--- config.mk ---
export PLATFORM = sky130hd
export DESIGN_NAME = gpxp_port
export DESIGN_NICKNAME = d
export VERILOG_FILES = /design/src/design/gpxp_pkg.sv /design/src/design/gpxp_port.sv
export SDC_FILE = /design/constraint.sdc
export NUM_CORES = 1
export LEC_CHECK = 0
export BUFFER_PORTS_ARGS = -buffer_cell sky130_fd_sc_hd__clkbuf_2
export CAP_MARGIN = 20
export CORE_MARGIN = 5
export CORE_UTILIZATION = 42
export CTS_CLUSTER_DIAMETER = 60
export DETAILED_ROUTE_END_ITERATION = 10
export HOLD_SLACK_MARGIN = 0.12
export PLACE_DENSITY = 0.75
export SYNTH_ARGS = -nofsm -noshare
export SYNTH_HDL_FRONTEND = slang
export SYNTH_SLANG_ARGS = --single-unit
--- constraint.sdc ---
create_clock -name clock -period 2 [get_ports clock]
set_clock_uncertainty 0.15 [all_clocks]
set_input_delay 0.2 -clock clock [delete_from_list [all_inputs] [get_ports clock]]
set_output_delay 0.2 -clock clock [all_outputs]
set_load 0.02 [all_outputs]
--- src/design/gpxp_pkg.sv ---
// Contract
// [RQ1] mode register 0x00 configures pins 3..0
// [RQ2] mode 00 open-drain, 10 push-pull, x1 input
// [RQ3] mode register 0x07 configures pins 7..4
// [RQ4] level register write drives output pins
// [RQ5] level register read returns live pins
// [RQ6] control bit 7 flags selected edge
// [RQ7] control bit 6 enables edge interrupts
// [RQ8] control bit 5 picks rising or falling
// [RQ9] control bits 4..0 ignored, read zero
// [RQ10] all four registers reset to zero
// [RQ11] master sends revision command, filler, then reads
// [RQ12] revision returned as two BCD bytes, MSB first
// [RQ13] reading control register clears the flag
// [RQ14] enabled edge drives active-low interrupt pin
// [RQ15] edge pin synchronised; no flag while disabled
package gpxp_pkg;
  localparam int unsigned ADDR_W = 8;
  localparam int unsigned DATA_W = 8;
  localparam int unsigned NUM_PINS = 8;
  localparam int unsigned MODE_W = 2;

  localparam logic [ADDR_W-1:0] ADDR_MODE_LOW = 8'h00;
  localparam logic [ADDR_W-1:0] ADDR_LEVEL = 8'h01;
  localparam logic [ADDR_W-1:0] ADDR_MODE_HIGH = 8'h07;
  localparam logic [ADDR_W-1:0] ADDR_EDGE_CTL = 8'h08;

  localparam logic [DATA_W-1:0] REG_RESET = 8'h00;
  localparam logic [DATA_W-1:0] ZERO_BYTE = 8'h00;
  localparam logic [NUM_PINS-1:0] OE_RESET = 8'hFF;

  localparam int unsigned FLAG_BIT = 7;
  localparam int unsigned ENABLE_BIT = 6;
  localparam int unsigned POLARITY_BIT = 5;

  localparam logic [MODE_W-1:0] MODE_OPEN_DRAIN = 2'h0;
  localparam logic [MODE_W-1:0] MODE_PUSH_PULL = 2'h2;
  localparam logic [MODE_W-1:0] MODE_INPUT = 2'h1;
  localparam logic POL_FALLING = 1'h1;

  typedef struct packed {
    logic rd;
    logic wr;
    logic [ADDR_W-1:0] addr;
    logic [DATA_W-1:0] wdata;
  } gpxp_req_type;

  typedef struct packed {
    logic valid;
    logic [DATA_W-1:0] data;
  } gpxp_rsp_type;

  // low mode bit set means the pin only listens
  function automatic logic gpxp_is_input(input logic [MODE_W-1:0] mode);
    return mode[0];
  endfunction

  function automatic logic gpxp_is_push_pull(input logic [MODE_W-1:0] mode);
    return mode == MODE_PUSH_PULL;
  endfunction
endpackage

--- src/design/gpxp_port.sv ---
`timescale 1ns/100ps
module gpxp_port #(
  parameter logic [7:0] REV_MSB = 8'h12, // arbitrary revision value
  parameter logic [7:0] REV_LSB = 8'h34 // arbitrary revision value
) (
  input wire logic clock, // 40 MHz system clock
  input wire logic sys_rst, // async reset, active high
  input wire gpxp_pkg::gpxp_req_type reg_req, // register access from command decoder
  output gpxp_pkg::gpxp_rsp_type reg_rsp, // read answer, one cycle later
  input wire logic rev_start, // revision command and filler received
  input wire logic rev_rd, // fetch next revision byte
  input wire logic [7:0] pin_in, // port pin levels from pads
  output logic [7:0] pin_out, // port pin output values
  output logic [7:0] pin_oe, // port pin output enables
  input wire logic edge_irq_pin, // dedicated edge interrupt pin
  output logic int_n // interrupt pin, active low
);
  logic [7:0] mode_low_q;
  logic [7:0] mode_high_q;
  logic [7:0] level_q;
  logic en_q;
  logic pol_q;
  logic flag_q;
  logic flag_d;
  logic [7:0] pin_s1_q;
  logic [7:0] pin_s2_q;
  logic edge_s1_q;
  logic edge_s2_q;
  logic edge_s3_q;
  logic rev_ptr_q;
  wire [7:0] out_d;
  wire [7:0] oe_d;
  logic [15:0] mode_all;

  wire hit_mode_low = reg_req.addr == gpxp_pkg::ADDR_MODE_LOW;
  wire hit_level = reg_req.addr == gpxp_pkg::ADDR_LEVEL;
  wire hit_mode_high = reg_req.addr == gpxp_pkg::ADDR_MODE_HIGH;
  wire hit_ctl = reg_req.addr == gpxp_pkg::ADDR_EDGE_CTL;
  wire wr_mode_low = reg_req.wr && hit_mode_low;
  wire wr_level = reg_req.wr && hit_level;
  wire wr_mode_high = reg_req.wr && hit_mode_high;
  wire wr_ctl = reg_req.wr && hit_ctl;
  wire rd_ctl = reg_req.rd && hit_ctl;

  // edge detect looks only at the second and third stages
  wire rise = edge_s2_q && !edge_s3_q;
  wire fall = !edge_s2_q && edge_s3_q;
  wire edge_hit = en_q && ((pol_q == gpxp_pkg::POL_FALLING) ? fall : rise); // [RQ8]
  wire en_d = wr_ctl ? reg_req.wdata[gpxp_pkg::ENABLE_BIT] : en_q;

  // a new edge in the same cycle as the clearing read keeps the flag set
  assign flag_d = edge_hit ? 1'b1 : (rd_ctl ? 1'b0 : flag_q); // [RQ6] [RQ13] [RQ15]

  wire [7:0] ctl_view = {flag_q, en_q, pol_q, 5'h00}; // [RQ9]
  wire [7:0] reg_mux =
    hit_mode_low ? mode_low_q :
    hit_level ? pin_s2_q : // [RQ5]
    hit_mode_high ? mode_high_q :
    hit_ctl ? ctl_view :
    gpxp_pkg::ZERO_BYTE;
  wire [7:0] rev_byte = rev_ptr_q ? REV_LSB : REV_MSB; // [RQ12]

  assign mode_all = {mode_high_q, mode_low_q}; // [RQ1] [RQ3]

  genvar gi;
  generate
    for (gi = 0; gi < 8; gi++)
    begin : g_pin
      wire [1:0] mode = mode_all[2*gi +: 2];
      wire is_in = gpxp_pkg::gpxp_is_input(mode);
      wire is_pp = gpxp_pkg::gpxp_is_push_pull(mode);
      // open drain only pulls low; a 1 leaves the pad to the pull-up
      assign oe_d[gi] = !is_in && (is_pp || !level_q[gi]); // [RQ2]
      assign out_d[gi] = is_pp && level_q[gi]; // [RQ4]
    end
  endgenerate

  always_ff @(posedge clock or posedge sys_rst)
  begin
    if (sys_rst)
    begin
      pin_s1_q <= gpxp_pkg::REG_RESET;
      pin_s2_q <= gpxp_pkg::REG_RESET;
      edge_s1_q <= 1'b0;
      edge_s2_q <= 1'b0;
      edge_s3_q <= 1'b0;
    end
    else
    begin
      pin_s1_q <= pin_in;
      pin_s2_q <= pin_s1_q;
      edge_s1_q <= edge_irq_pin; // [RQ15]
      edge_s2_q <= edge_s1_q;
      edge_s3_q <= edge_s2_q;
    end
  end

  always_ff @(posedge clock or posedge sys_rst)
  begin
    if (sys_rst)
    begin
      mode_low_q <= gpxp_pkg::REG_RESET; // [RQ10]
      mode_high_q <= gpxp_pkg::REG_RESET;
      level_q <= gpxp_pkg::REG_RESET;
      en_q <= 1'b0;
      pol_q <= 1'b0;
      flag_q <= 1'b0;
    end
    else
    begin
      if (wr_mode_low)
        mode_low_q <= reg_req.wdata; // [RQ1]
      if (wr_mode_high)
        mode_high_q <= reg_req.wdata; // [RQ3]
      if (wr_level)
        level_q <= reg_req.wdata; // [RQ4]
      en_q <= en_d; // [RQ7]
      if (wr_ctl)
        pol_q <= reg_req.wdata[gpxp_pkg::POLARITY_BIT]; // [RQ8]
      flag_q <= flag_d;
    end
  end

  always_ff @(posedge clock or posedge sys_rst)
  begin
    if (sys_rst)
    begin
      pin_out <= gpxp_pkg::REG_RESET;
      pin_oe <= gpxp_pkg::OE_RESET;
      int_n <= 1'b1;
    end
    else
    begin
      pin_out <= out_d;
      pin_oe <= oe_d;
      int_n <= !(flag_d && en_d); // [RQ14]
    end
  end

  // revision reads take priority over a register read in the same cycle
  always_ff @(posedge clock or posedge sys_rst)
  begin
    if (sys_rst)
    begin
      reg_rsp <= '0;
      rev_ptr_q <= 1'b0;
    end
    else
    begin
      reg_rsp.valid <= reg_req.rd || rev_rd;
      reg_rsp.data <= rev_rd ? rev_byte : reg_mux;
      if (rev_start)
        rev_ptr_q <= 1'b0; // [RQ12]
      else if (rev_rd)
        rev_ptr_q <= !rev_ptr_q;
    end
  end
endmodule

==> metrics.cfg, run 1 <==
[worst_setup_path]
crit_arrival_ns=1.96
regToRegStartpoint=mode_low_q[2]
worstPathBufferInverterCount=3
rrSetupSlack_ns=0.19
end_kind=register
max_stage_delay_ns=0.53
path_delay_family=buffers and inverters
reg2reg_to=reg_rsp[2]
slowest_stage=dlygate4sd3_1
critical_path_peak_fanout=8
critPathKind=input port to register
cp.required_ns=2.08
ff2ff_path_depth=4
cp_cell_sequence=dlygate4sd3_1, clkbuf_2, nand2b_1, nor2_4, and3_1, buf_4, mux2_2
cp-start-kind=input port

[global_routing]
antenna_found_initial=0
grt_overflow_total=0
grt_pass1_wl_um=9270
grt_start_max_net_pins=74
grt_pass1_vias=1844
grt_use_total=0.145

[synthesis]
synth_adder_area_share=0
synth_top_family_by_area=multiplexers
synth-xor-area-share=0.00327
ys.flop_type=dfrtp_1
postSynth.asyncResetShare=1.00
yosys.area_share.simple=0.0775
synth-edff-count=0
synth_compound_area_frac=0.0882
muxShareOfSynthArea=0.118
ys_ff_latch=73
yosys_warnings=0
ys_types=36
synth_top_area_cell=dfrtp_1
synth.area.top_cells=dfrtp_1 60%, mux2_2 12%, dfstp_2 8.8%, nor2_1 1.8%, a21oi_1 1.7%
synthTopCellsByCount=64 x dfrtp_1, 28 x mux2_2, 13 x nor2_1, 11 x inv_1
syn_inst=193
synth_top_area_frac=0.597
syn_area_sq_um=2680
syn-num-nets=224
synth_area_per_cell_sq_um=13.9
synth_seq_area_share=0.685
synth.most_common_cell=dfrtp_1

[routing]
drt_iter0_markers=100
post_drt_wl_per_cell_um=15.1
via_per_inst=4.81
wirelength_um=5570
vias=1781
antenna_left=0
drc=0
firstDrtPassIters=4

[clock_tree]
ctsLongestPathBuffers=2
cts_inserted_buffers=9
clkSinkCount=73
tritoncts=yes
h-tree-depth=3
postCtsSetupBuffers=0
clk_pin_slew_worst_paths_ns=0.07
clkLatencyLatePin_ns=0.34
ctsResizeCount=0
cts_root_buffer=clkbuf_8

[finish]
syn2layout_area_growth_pct=33.7
final.fill_count=509
post-route-util=0.571
layout-drive-gt1-share=0.423
nets=319
n_antenna_cell=0

[sta]
setup_viol=0
post-route-period-util=0.940
fin_hold_ws_ns=0.151
max_slew.worst_pin.slew_ns=0.377
fmax_mhz=532
period_minus_slack_ns=1.88
max_slew_margin=0.749
rsz0062_at_grt=false
report.final.slew_viol_count=0
finalHoldViolations=0

[floorplanning]
coreArea_sq_um=6280
die_h_um=89.9
die_area_sq_um=8080
die_x_um=89.9
rows=29
ios=57
start_util=0.427

[job]
cap_viol_max_count=0

[power]
p_leak_nw=1.74
p_per_area_nw_per_um2=876
peakVddDrop_mv=0.462

[placement]
place_congestion=0.828
place_hpwl_um=3880
portBuffers=56

[status]
status=finished clean

[min_path]
hold_depth=3
hold_class=input port to register
min-delay-start=reg_req[16]
min_to=pol_q

==> where the power goes <==
part | switching (mW) | internal, mW | leakage, nW
Combinational | 0.135 | 0.122 | 0.703
Sequential | 0.0415 | 1.56 | 0.929
Clock | 0.510 | 0.770 | 0.109
Total | 0.687 | 2.45 | 1.74
==> per-layer routing <==
layer / share of wire / track usage / vias up / wire [um]
met2: 0.49 / 0.216 / 48 / 2710
met5: 0 / 0 / - / 0
met4: 0.016 / 0.0620 / 0 / 91
met1: 0.43 / 0.189 / 864 / 2400
li1: - / - / 863 / -
met3: 0.068 / 0.0568 / 6 / 379
==> timing repair <==
action | CTS | global route
hold buffers | 24 | 0
hold endpoints to repair | 117 | 0
setup endpoints to repair | 0 | 0
==> kinds of logic (layout without fill, tap and decap cells) <==
group | count (synthesis) | in the layout
simple gates | 40 | 40
flops | 73 | 73
compound gates | 34 | 34
mux | 28 | 28
buf+inv | 17 | 117
xor+xnor | 1 | 1
==> stage by stage <==
stage | TNS, ns | power [mW] | instance area, sq um | std cells | worst slack [ns]
detailed placement | -0.000160 | 1.85 | 3120 | 330 | -0.000160
floorplan | 0 | 1.75 | 2690 | 193 | 0.195
global route | 0 | 3.28 | 3590 | 370 | 0.0587
finish | 0 | 3.14 | 3590 | 370 | 0.121
CTS | 0 | 3.18 | 3590 | 370 | 0.146
global placement | 0 | 1.84 | 3120 | 330 | 0.0246
==> registers in the layout, summed over array words and instances (netlist names) <==
register and flops:
int_n 1, pin_s2_q 8, pin_oe 8, edge_s3_q 1, pin_s1_q 8, level_q 8, mode_low_q 8, rev_ptr_q 1
edge_s2_q 1, flag_q 1, mode_high_q 8, edge_s1_q 1, pin_out 8, reg_rsp 9, en_q 1, pol_q 1
==> cell usage in the layout, fill, tap and decap left out, drive strengths merged, types with 9 or more instances in the layout <==
master       count
mux2            28
dfrtp           64
buf             10
a21oi            9
dlygate4sd3     24
nand2            9
nor2            14
dfstp            9
clkbuf          68
inv             10
==> worst max path at each step <==
stage,start,depth (start not counted),slack (ns),to
after floorplan,reg_req[13],5,0.20,mode_high_q[0]
after global placement,reg_req[13],6,0.02,mode_high_q[1]
after detailed placement,reg_req[13],6,-0.0002,mode_low_q[4]
after CTS,reg_req[11],7,0.15,mode_high_q[1]
after global routing,reg_req[11],7,0.06,mode_high_q[1]
final,reg_req[11],7,0.12,mode_high_q[1]
==> layout make-up <==
class / instances / area (sq um) / share of cell area
timing repair buffer: 90 / 608 / 0.170
inverter: 11 / 45.0 / 0.0126
clock inverter: 4 / 75.1 / 0.0209
clock buffer: 12 / 155 / 0.0433
sequential: 73 / 1840 / 0.513
multi-input combinational: 103 / 768 / 0.214
tap: 77 / 96.3 / 0.0269
==> tightest hold or removal path: stages <==
cell and delay, ns:
clkbuf_2 0.12, nand4_1 0.13, mux2_2 0.15
Power figures use the tool's default switching activity.
==> inputs of run 2 (changes only) <==
Settings changed: BUFFER_PORTS_ARGS -buffer_cell sky130_fd_sc_hd__clkbuf_2 to -buffer_cell sky130_fd_sc_hd__buf_2.
==> metrics.cfg, run 2 (synthesized netlist as in run 1, its figures left out) <==
[status]
status=finished clean

[sta]
finalHoldViolations=0
setup_viol=0
period_minus_slack_ns=1.86
report.final.slew_viol_count=0
post-route-period-util=0.931
max_slew_margin=0.747
fin_hold_ws_ns=0.156
rsz0062_at_grt=false
max_slew.worst_pin.slew_ns=0.379
fmax_mhz=537

[floorplanning]
ios=57
coreArea_sq_um=6280
rows=29
start_util=0.427
die_h_um=89.9
die_area_sq_um=8080
die_x_um=89.9

[placement]
portBuffers=56
dp_cells=330
place_hpwl_um=3920
place_congestion=0.828

[routing]
via_per_inst=4.92
drt_iter0_markers=131
post_drt_wl_per_cell_um=14.9
drc=0
antenna_left=0
wirelength_um=5530
firstDrtPassIters=4
vias=1826

[global_routing]
antenna_found_initial=1
grt_pass1_vias=1855
grt_overflow_total=0
grt_pass1_wl_um=9250
grt_start_max_net_pins=74
grt_use_total=0.143

[clock_tree]
tritoncts=yes
cts_root_buffer=clkbuf_8
cts_inserted_buffers=9
clkLatencyLatePin_ns=0.34
h-tree-depth=3
postCtsSetupBuffers=0
ctsLongestPathBuffers=2
clkSinkCount=73
clk_pin_slew_worst_paths_ns=0.07

[finish]
layout_commonest_cell=dfrtp_1
final_cell_mix=64 x dfrtp_1, 56 x buf_2, 28 x mux2_2
multi_input_comb_area_sq_um=768
layoutNonFillerInstCount=371
final.fill_count=520
regMostFlops=reg_rsp
regArea_sq_um=1840
syn2layout_area_growth_pct=32.8
layout-drive-gt1-share=0.425
nets=320
largest_register_ffs=9
n_antenna_cell=0

[worst_setup_path]
crit_arrival_ns=1.94
cp.required_ns=2.07
cp_cell_sequence=dlygate4sd3_1, buf_2, nand2b_1, nor2_4, and3_1, buf_4, mux2_2
max_stage_delay_ns=0.53
cp-start-kind=input port
critical_path_peak_fanout=8
end_kind=register
slowest_stage=dlygate4sd3_1
critPathKind=input port to register

[job]
cap_viol_max_count=0

[power]
power_mw=2.97
p_leak_nw=1.73
peakVddDrop_mv=0.517
p_per_area_nw_per_um2=835

[min_path]
hold_class=input port to register

==> run 2: metal layers <==
metal  GRT usage  part of all wire  wire, um
met1       0.192              0.44      2450
met2       0.215              0.48      2640
met3      0.0392             0.065       358
met4      0.0682             0.014        79
met5           0            0.0020        11
==> run 2: worst paths after layout <==
kind,startpoint,end,slack [ns],cells after the start
max,reg_req[11],mode_high_q[5],0.14,7
min in group asynchronous,sys_rst,reg_rsp[7],0.34,4
min reg2reg,pin_s1_q[6],pin_s2_q[6],0.20,0
min,reg_req[16],pol_q,0.16,3
max reg2reg,mode_low_q[2],reg_rsp[2],0.22,4
max in group asynchronous,sys_rst,pin_oe[4],1.01,4
==> run 2: what timing repair did <==
action	CTS	global route
hold buffers	25	0
hold endpoints to repair	117	0
gates resized for setup	0	0
==> run 2: layout make-up <==
cell class / count / share of cell area
clock buffers: 9 / 0.0348
clock inverters: 7 / 0.0197
inverters: 11 / 0.0127
multi-input cells: 103 / 0.216
flip-flops and latches: 73 / 0.516
well taps: 77 / 0.0271
repair buffers: 91 / 0.174
==> run 2: stage by stage <==
| stage | instance area (sq um) | util | worst slack, ns | TNS [ns] |
|---|---|---|---|---|
| detailed placement | 3120 | 0.496 | -0.0225 | -0.196 |
| finish | 3560 | 0.567 | 0.139 | 0 |
| floorplan | 2690 | - | 0.195 | 0 |
| global route | 3560 | 0.567 | 0.0502 | 0 |
| global placement | 3120 | 0.496 | 0.0112 | 0 |
| CTS | 3560 | 0.567 | 0.155 | 0 |
==> run 2: where the power goes <==
part | switching [mW] | total, mW | leakage [nW] | internal, mW
Combinational | 0.136 | 0.261 | 0.703 | 0.126
Clock | 0.536 | 1.11 | 0.0994 | 0.575
Sequential | 0.0409 | 1.60 | 0.929 | 1.56
Total | 0.712 | 2.97 | 1.73 | 2.26
==> run 2: worst max-delay path: cells and delay by family <==
kind                   cells  cell delay [ns]
muxes                      1             0.32
buffers and inverters      3             0.85
and+or+nand+nor            3             0.56
==> inputs of run 3 (changes only) <==
Settings changed: CORE_ASPECT_RATIO from default to 0.9, HOLD_SLACK_MARGIN 0.12 to 0.1.
==> metrics.cfg, run 3 (synthesized netlist as in run 1, its figures left out) <==
[finish]
final.fill_count=516
n_antenna_cell=0
final_cell_mix=64 x dfrtp_1, 56 x buf_2, 28 x mux2_2
largest_register_ffs=9
layout-drive-gt1-share=0.429
regMostFlops=reg_rsp
nets=322
syn2layout_area_growth_pct=35.1
layout_commonest_cell=dfrtp_1

[floorplanning]
ios=57
rows=27
coreArea_sq_um=6150
die_h_um=85.8
die_x_um=94.2
start_util=0.436
die_area_sq_um=8080

[sta]
rsz0062_at_grt=false
post-route-period-util=0.916
finalHoldViolations=0
report.final.slew_viol_count=0
max_slew.worst_pin.slew_ns=0.581
fmax_mhz=546
setup_viol=0
max_slew_margin=0.611
tns_ns=0
period_minus_slack_ns=1.83

[status]
status=finished clean

[job]
cap_viol_max_count=0

[global_routing]
grt_overflow_total=0
grt_use_total=0.153
grt_pass1_wl_um=9250
grt_pass1_vias=1867
grt_start_max_net_pins=74
antenna_found_initial=0

[placement]
place_hpwl_um=3910
portBuffers=56
place_congestion=0.799

[clock_tree]
cts.hold.buffers_added=25
clkLatencyLatePin_ns=0.34
ctsLongestPathBuffers=2
cts_root_buffer=clkbuf_8
postCtsSetupBuffers=0
h-tree-depth=3
tritoncts=yes
clk_pin_slew_worst_paths_ns=0.07
cts_inserted_buffers=9
clkSinkCount=73
ctsResizeCount=0

[power]
p_per_area_nw_per_um2=867
power_mw=3.14
p_leak_nw=1.75
peakVddDrop_mv=0.680

[worst_setup_path]
cp.required_ns=2.07
cp-start-kind=input port
critPathKind=input port to register
path_delay_family=buffers and inverters
worstPathBufferInverterCount=3
cp_cell_sequence=dlygate4sd3_1, buf_2, nand2b_1, nor2_4, and3_1, buf_4, mux2_2
critical_path_peak_fanout=8
end_kind=register
crit_arrival_ns=1.91
slowest_stage=dlygate4sd3_1
max_stage_delay_ns=0.53

[routing]
firstDrtPassIters=4
vias=1840
antenna_left=0
via_per_inst=4.80
wirelength_um=5580
post_drt_wl_per_cell_um=14.6
drc=0
drt_iter0_markers=95

[min_path]
hold_class=input port to register

==> run 3: cell types whose count changed in the layout (fill, tap and decap cells not counted) <==
| cell | before | now |
|---|---|---|
| bufinv_16 | 1 | 2 |
| clkinv_4 | 1 | 0 |
| buf_4 | 9 | 11 |
| inv_6 | 1 | 0 |
| clkinv_2 | 3 | 2 |
| clkbuf_8 | 9 | 11 |
==> run 3: routing by layer <==
metal,wire length (um),global-route usage
met5,0,0
met4,58,0.0564
met3,327,0.0632
met2,2620,0.230
met1,2580,0.200
==> run 3: tightest hold or removal path, stage by stage <==
cell,delay [ns]
buf_2,0.16
o21ai_0,0.10
o211a_1,0.15
==> run 3: per-stage QoR <==
stage | hold slack, ns | area, sq um | cells | setup slack, ns | utilization
2_1_floorplan | 0.0814 | 2690 | 193 | 0.195 | -
3_3_place_gp | 0.157 | 3140 | 342 | 0.0443 | 0.511
3_5_place_dp | 0.159 | 3140 | 342 | 0.00755 | 0.511
4_1_cts | 0.120 | 3620 | 383 | 0.191 | 0.589
5_1_grt | 0.128 | 3620 | 383 | 0.134 | 0.589
6_report | 0.146 | 3620 | 383 | 0.167 | 0.589
==> run 3: final cells by class <==
type,instances,area [sq um],share of cell area
well taps,87,109,0.0301
multi-input cells,103,768,0.212
clock inverters,5,77.6,0.0214
flip-flops and latches,73,1840,0.507
repair buffers,93,633,0.175
clock buffers,11,151,0.0418
inverters,11,45.0,0.0124
==> run 3: worst paths after layout <==
check | from | end | slack (ns) | cells past startpoint
max in group asynchronous | sys_rst | pin_oe[2] | 1.01 | 4
min | reg_req[8] | reg_rsp[7] | 0.15 | 3
max | reg_req[11] | mode_high_q[1] | 0.17 | 7
max reg2reg | rev_ptr_q | rev_ptr_q | 0.57 | 3
min reg2reg | pin_s1_q[6] | pin_s2_q[6] | 0.20 | 0
min in group asynchronous | sys_rst | level_q[7] | 0.34 | 4
==> run 3: where the power goes <==
part,internal (mW),leakage [nW],switching [mW]
clock,0.766,0.115,0.514
sequential,1.56,0.929,0.0407
combinational,0.125,0.705,0.136
total,2.45,1.75,0.692
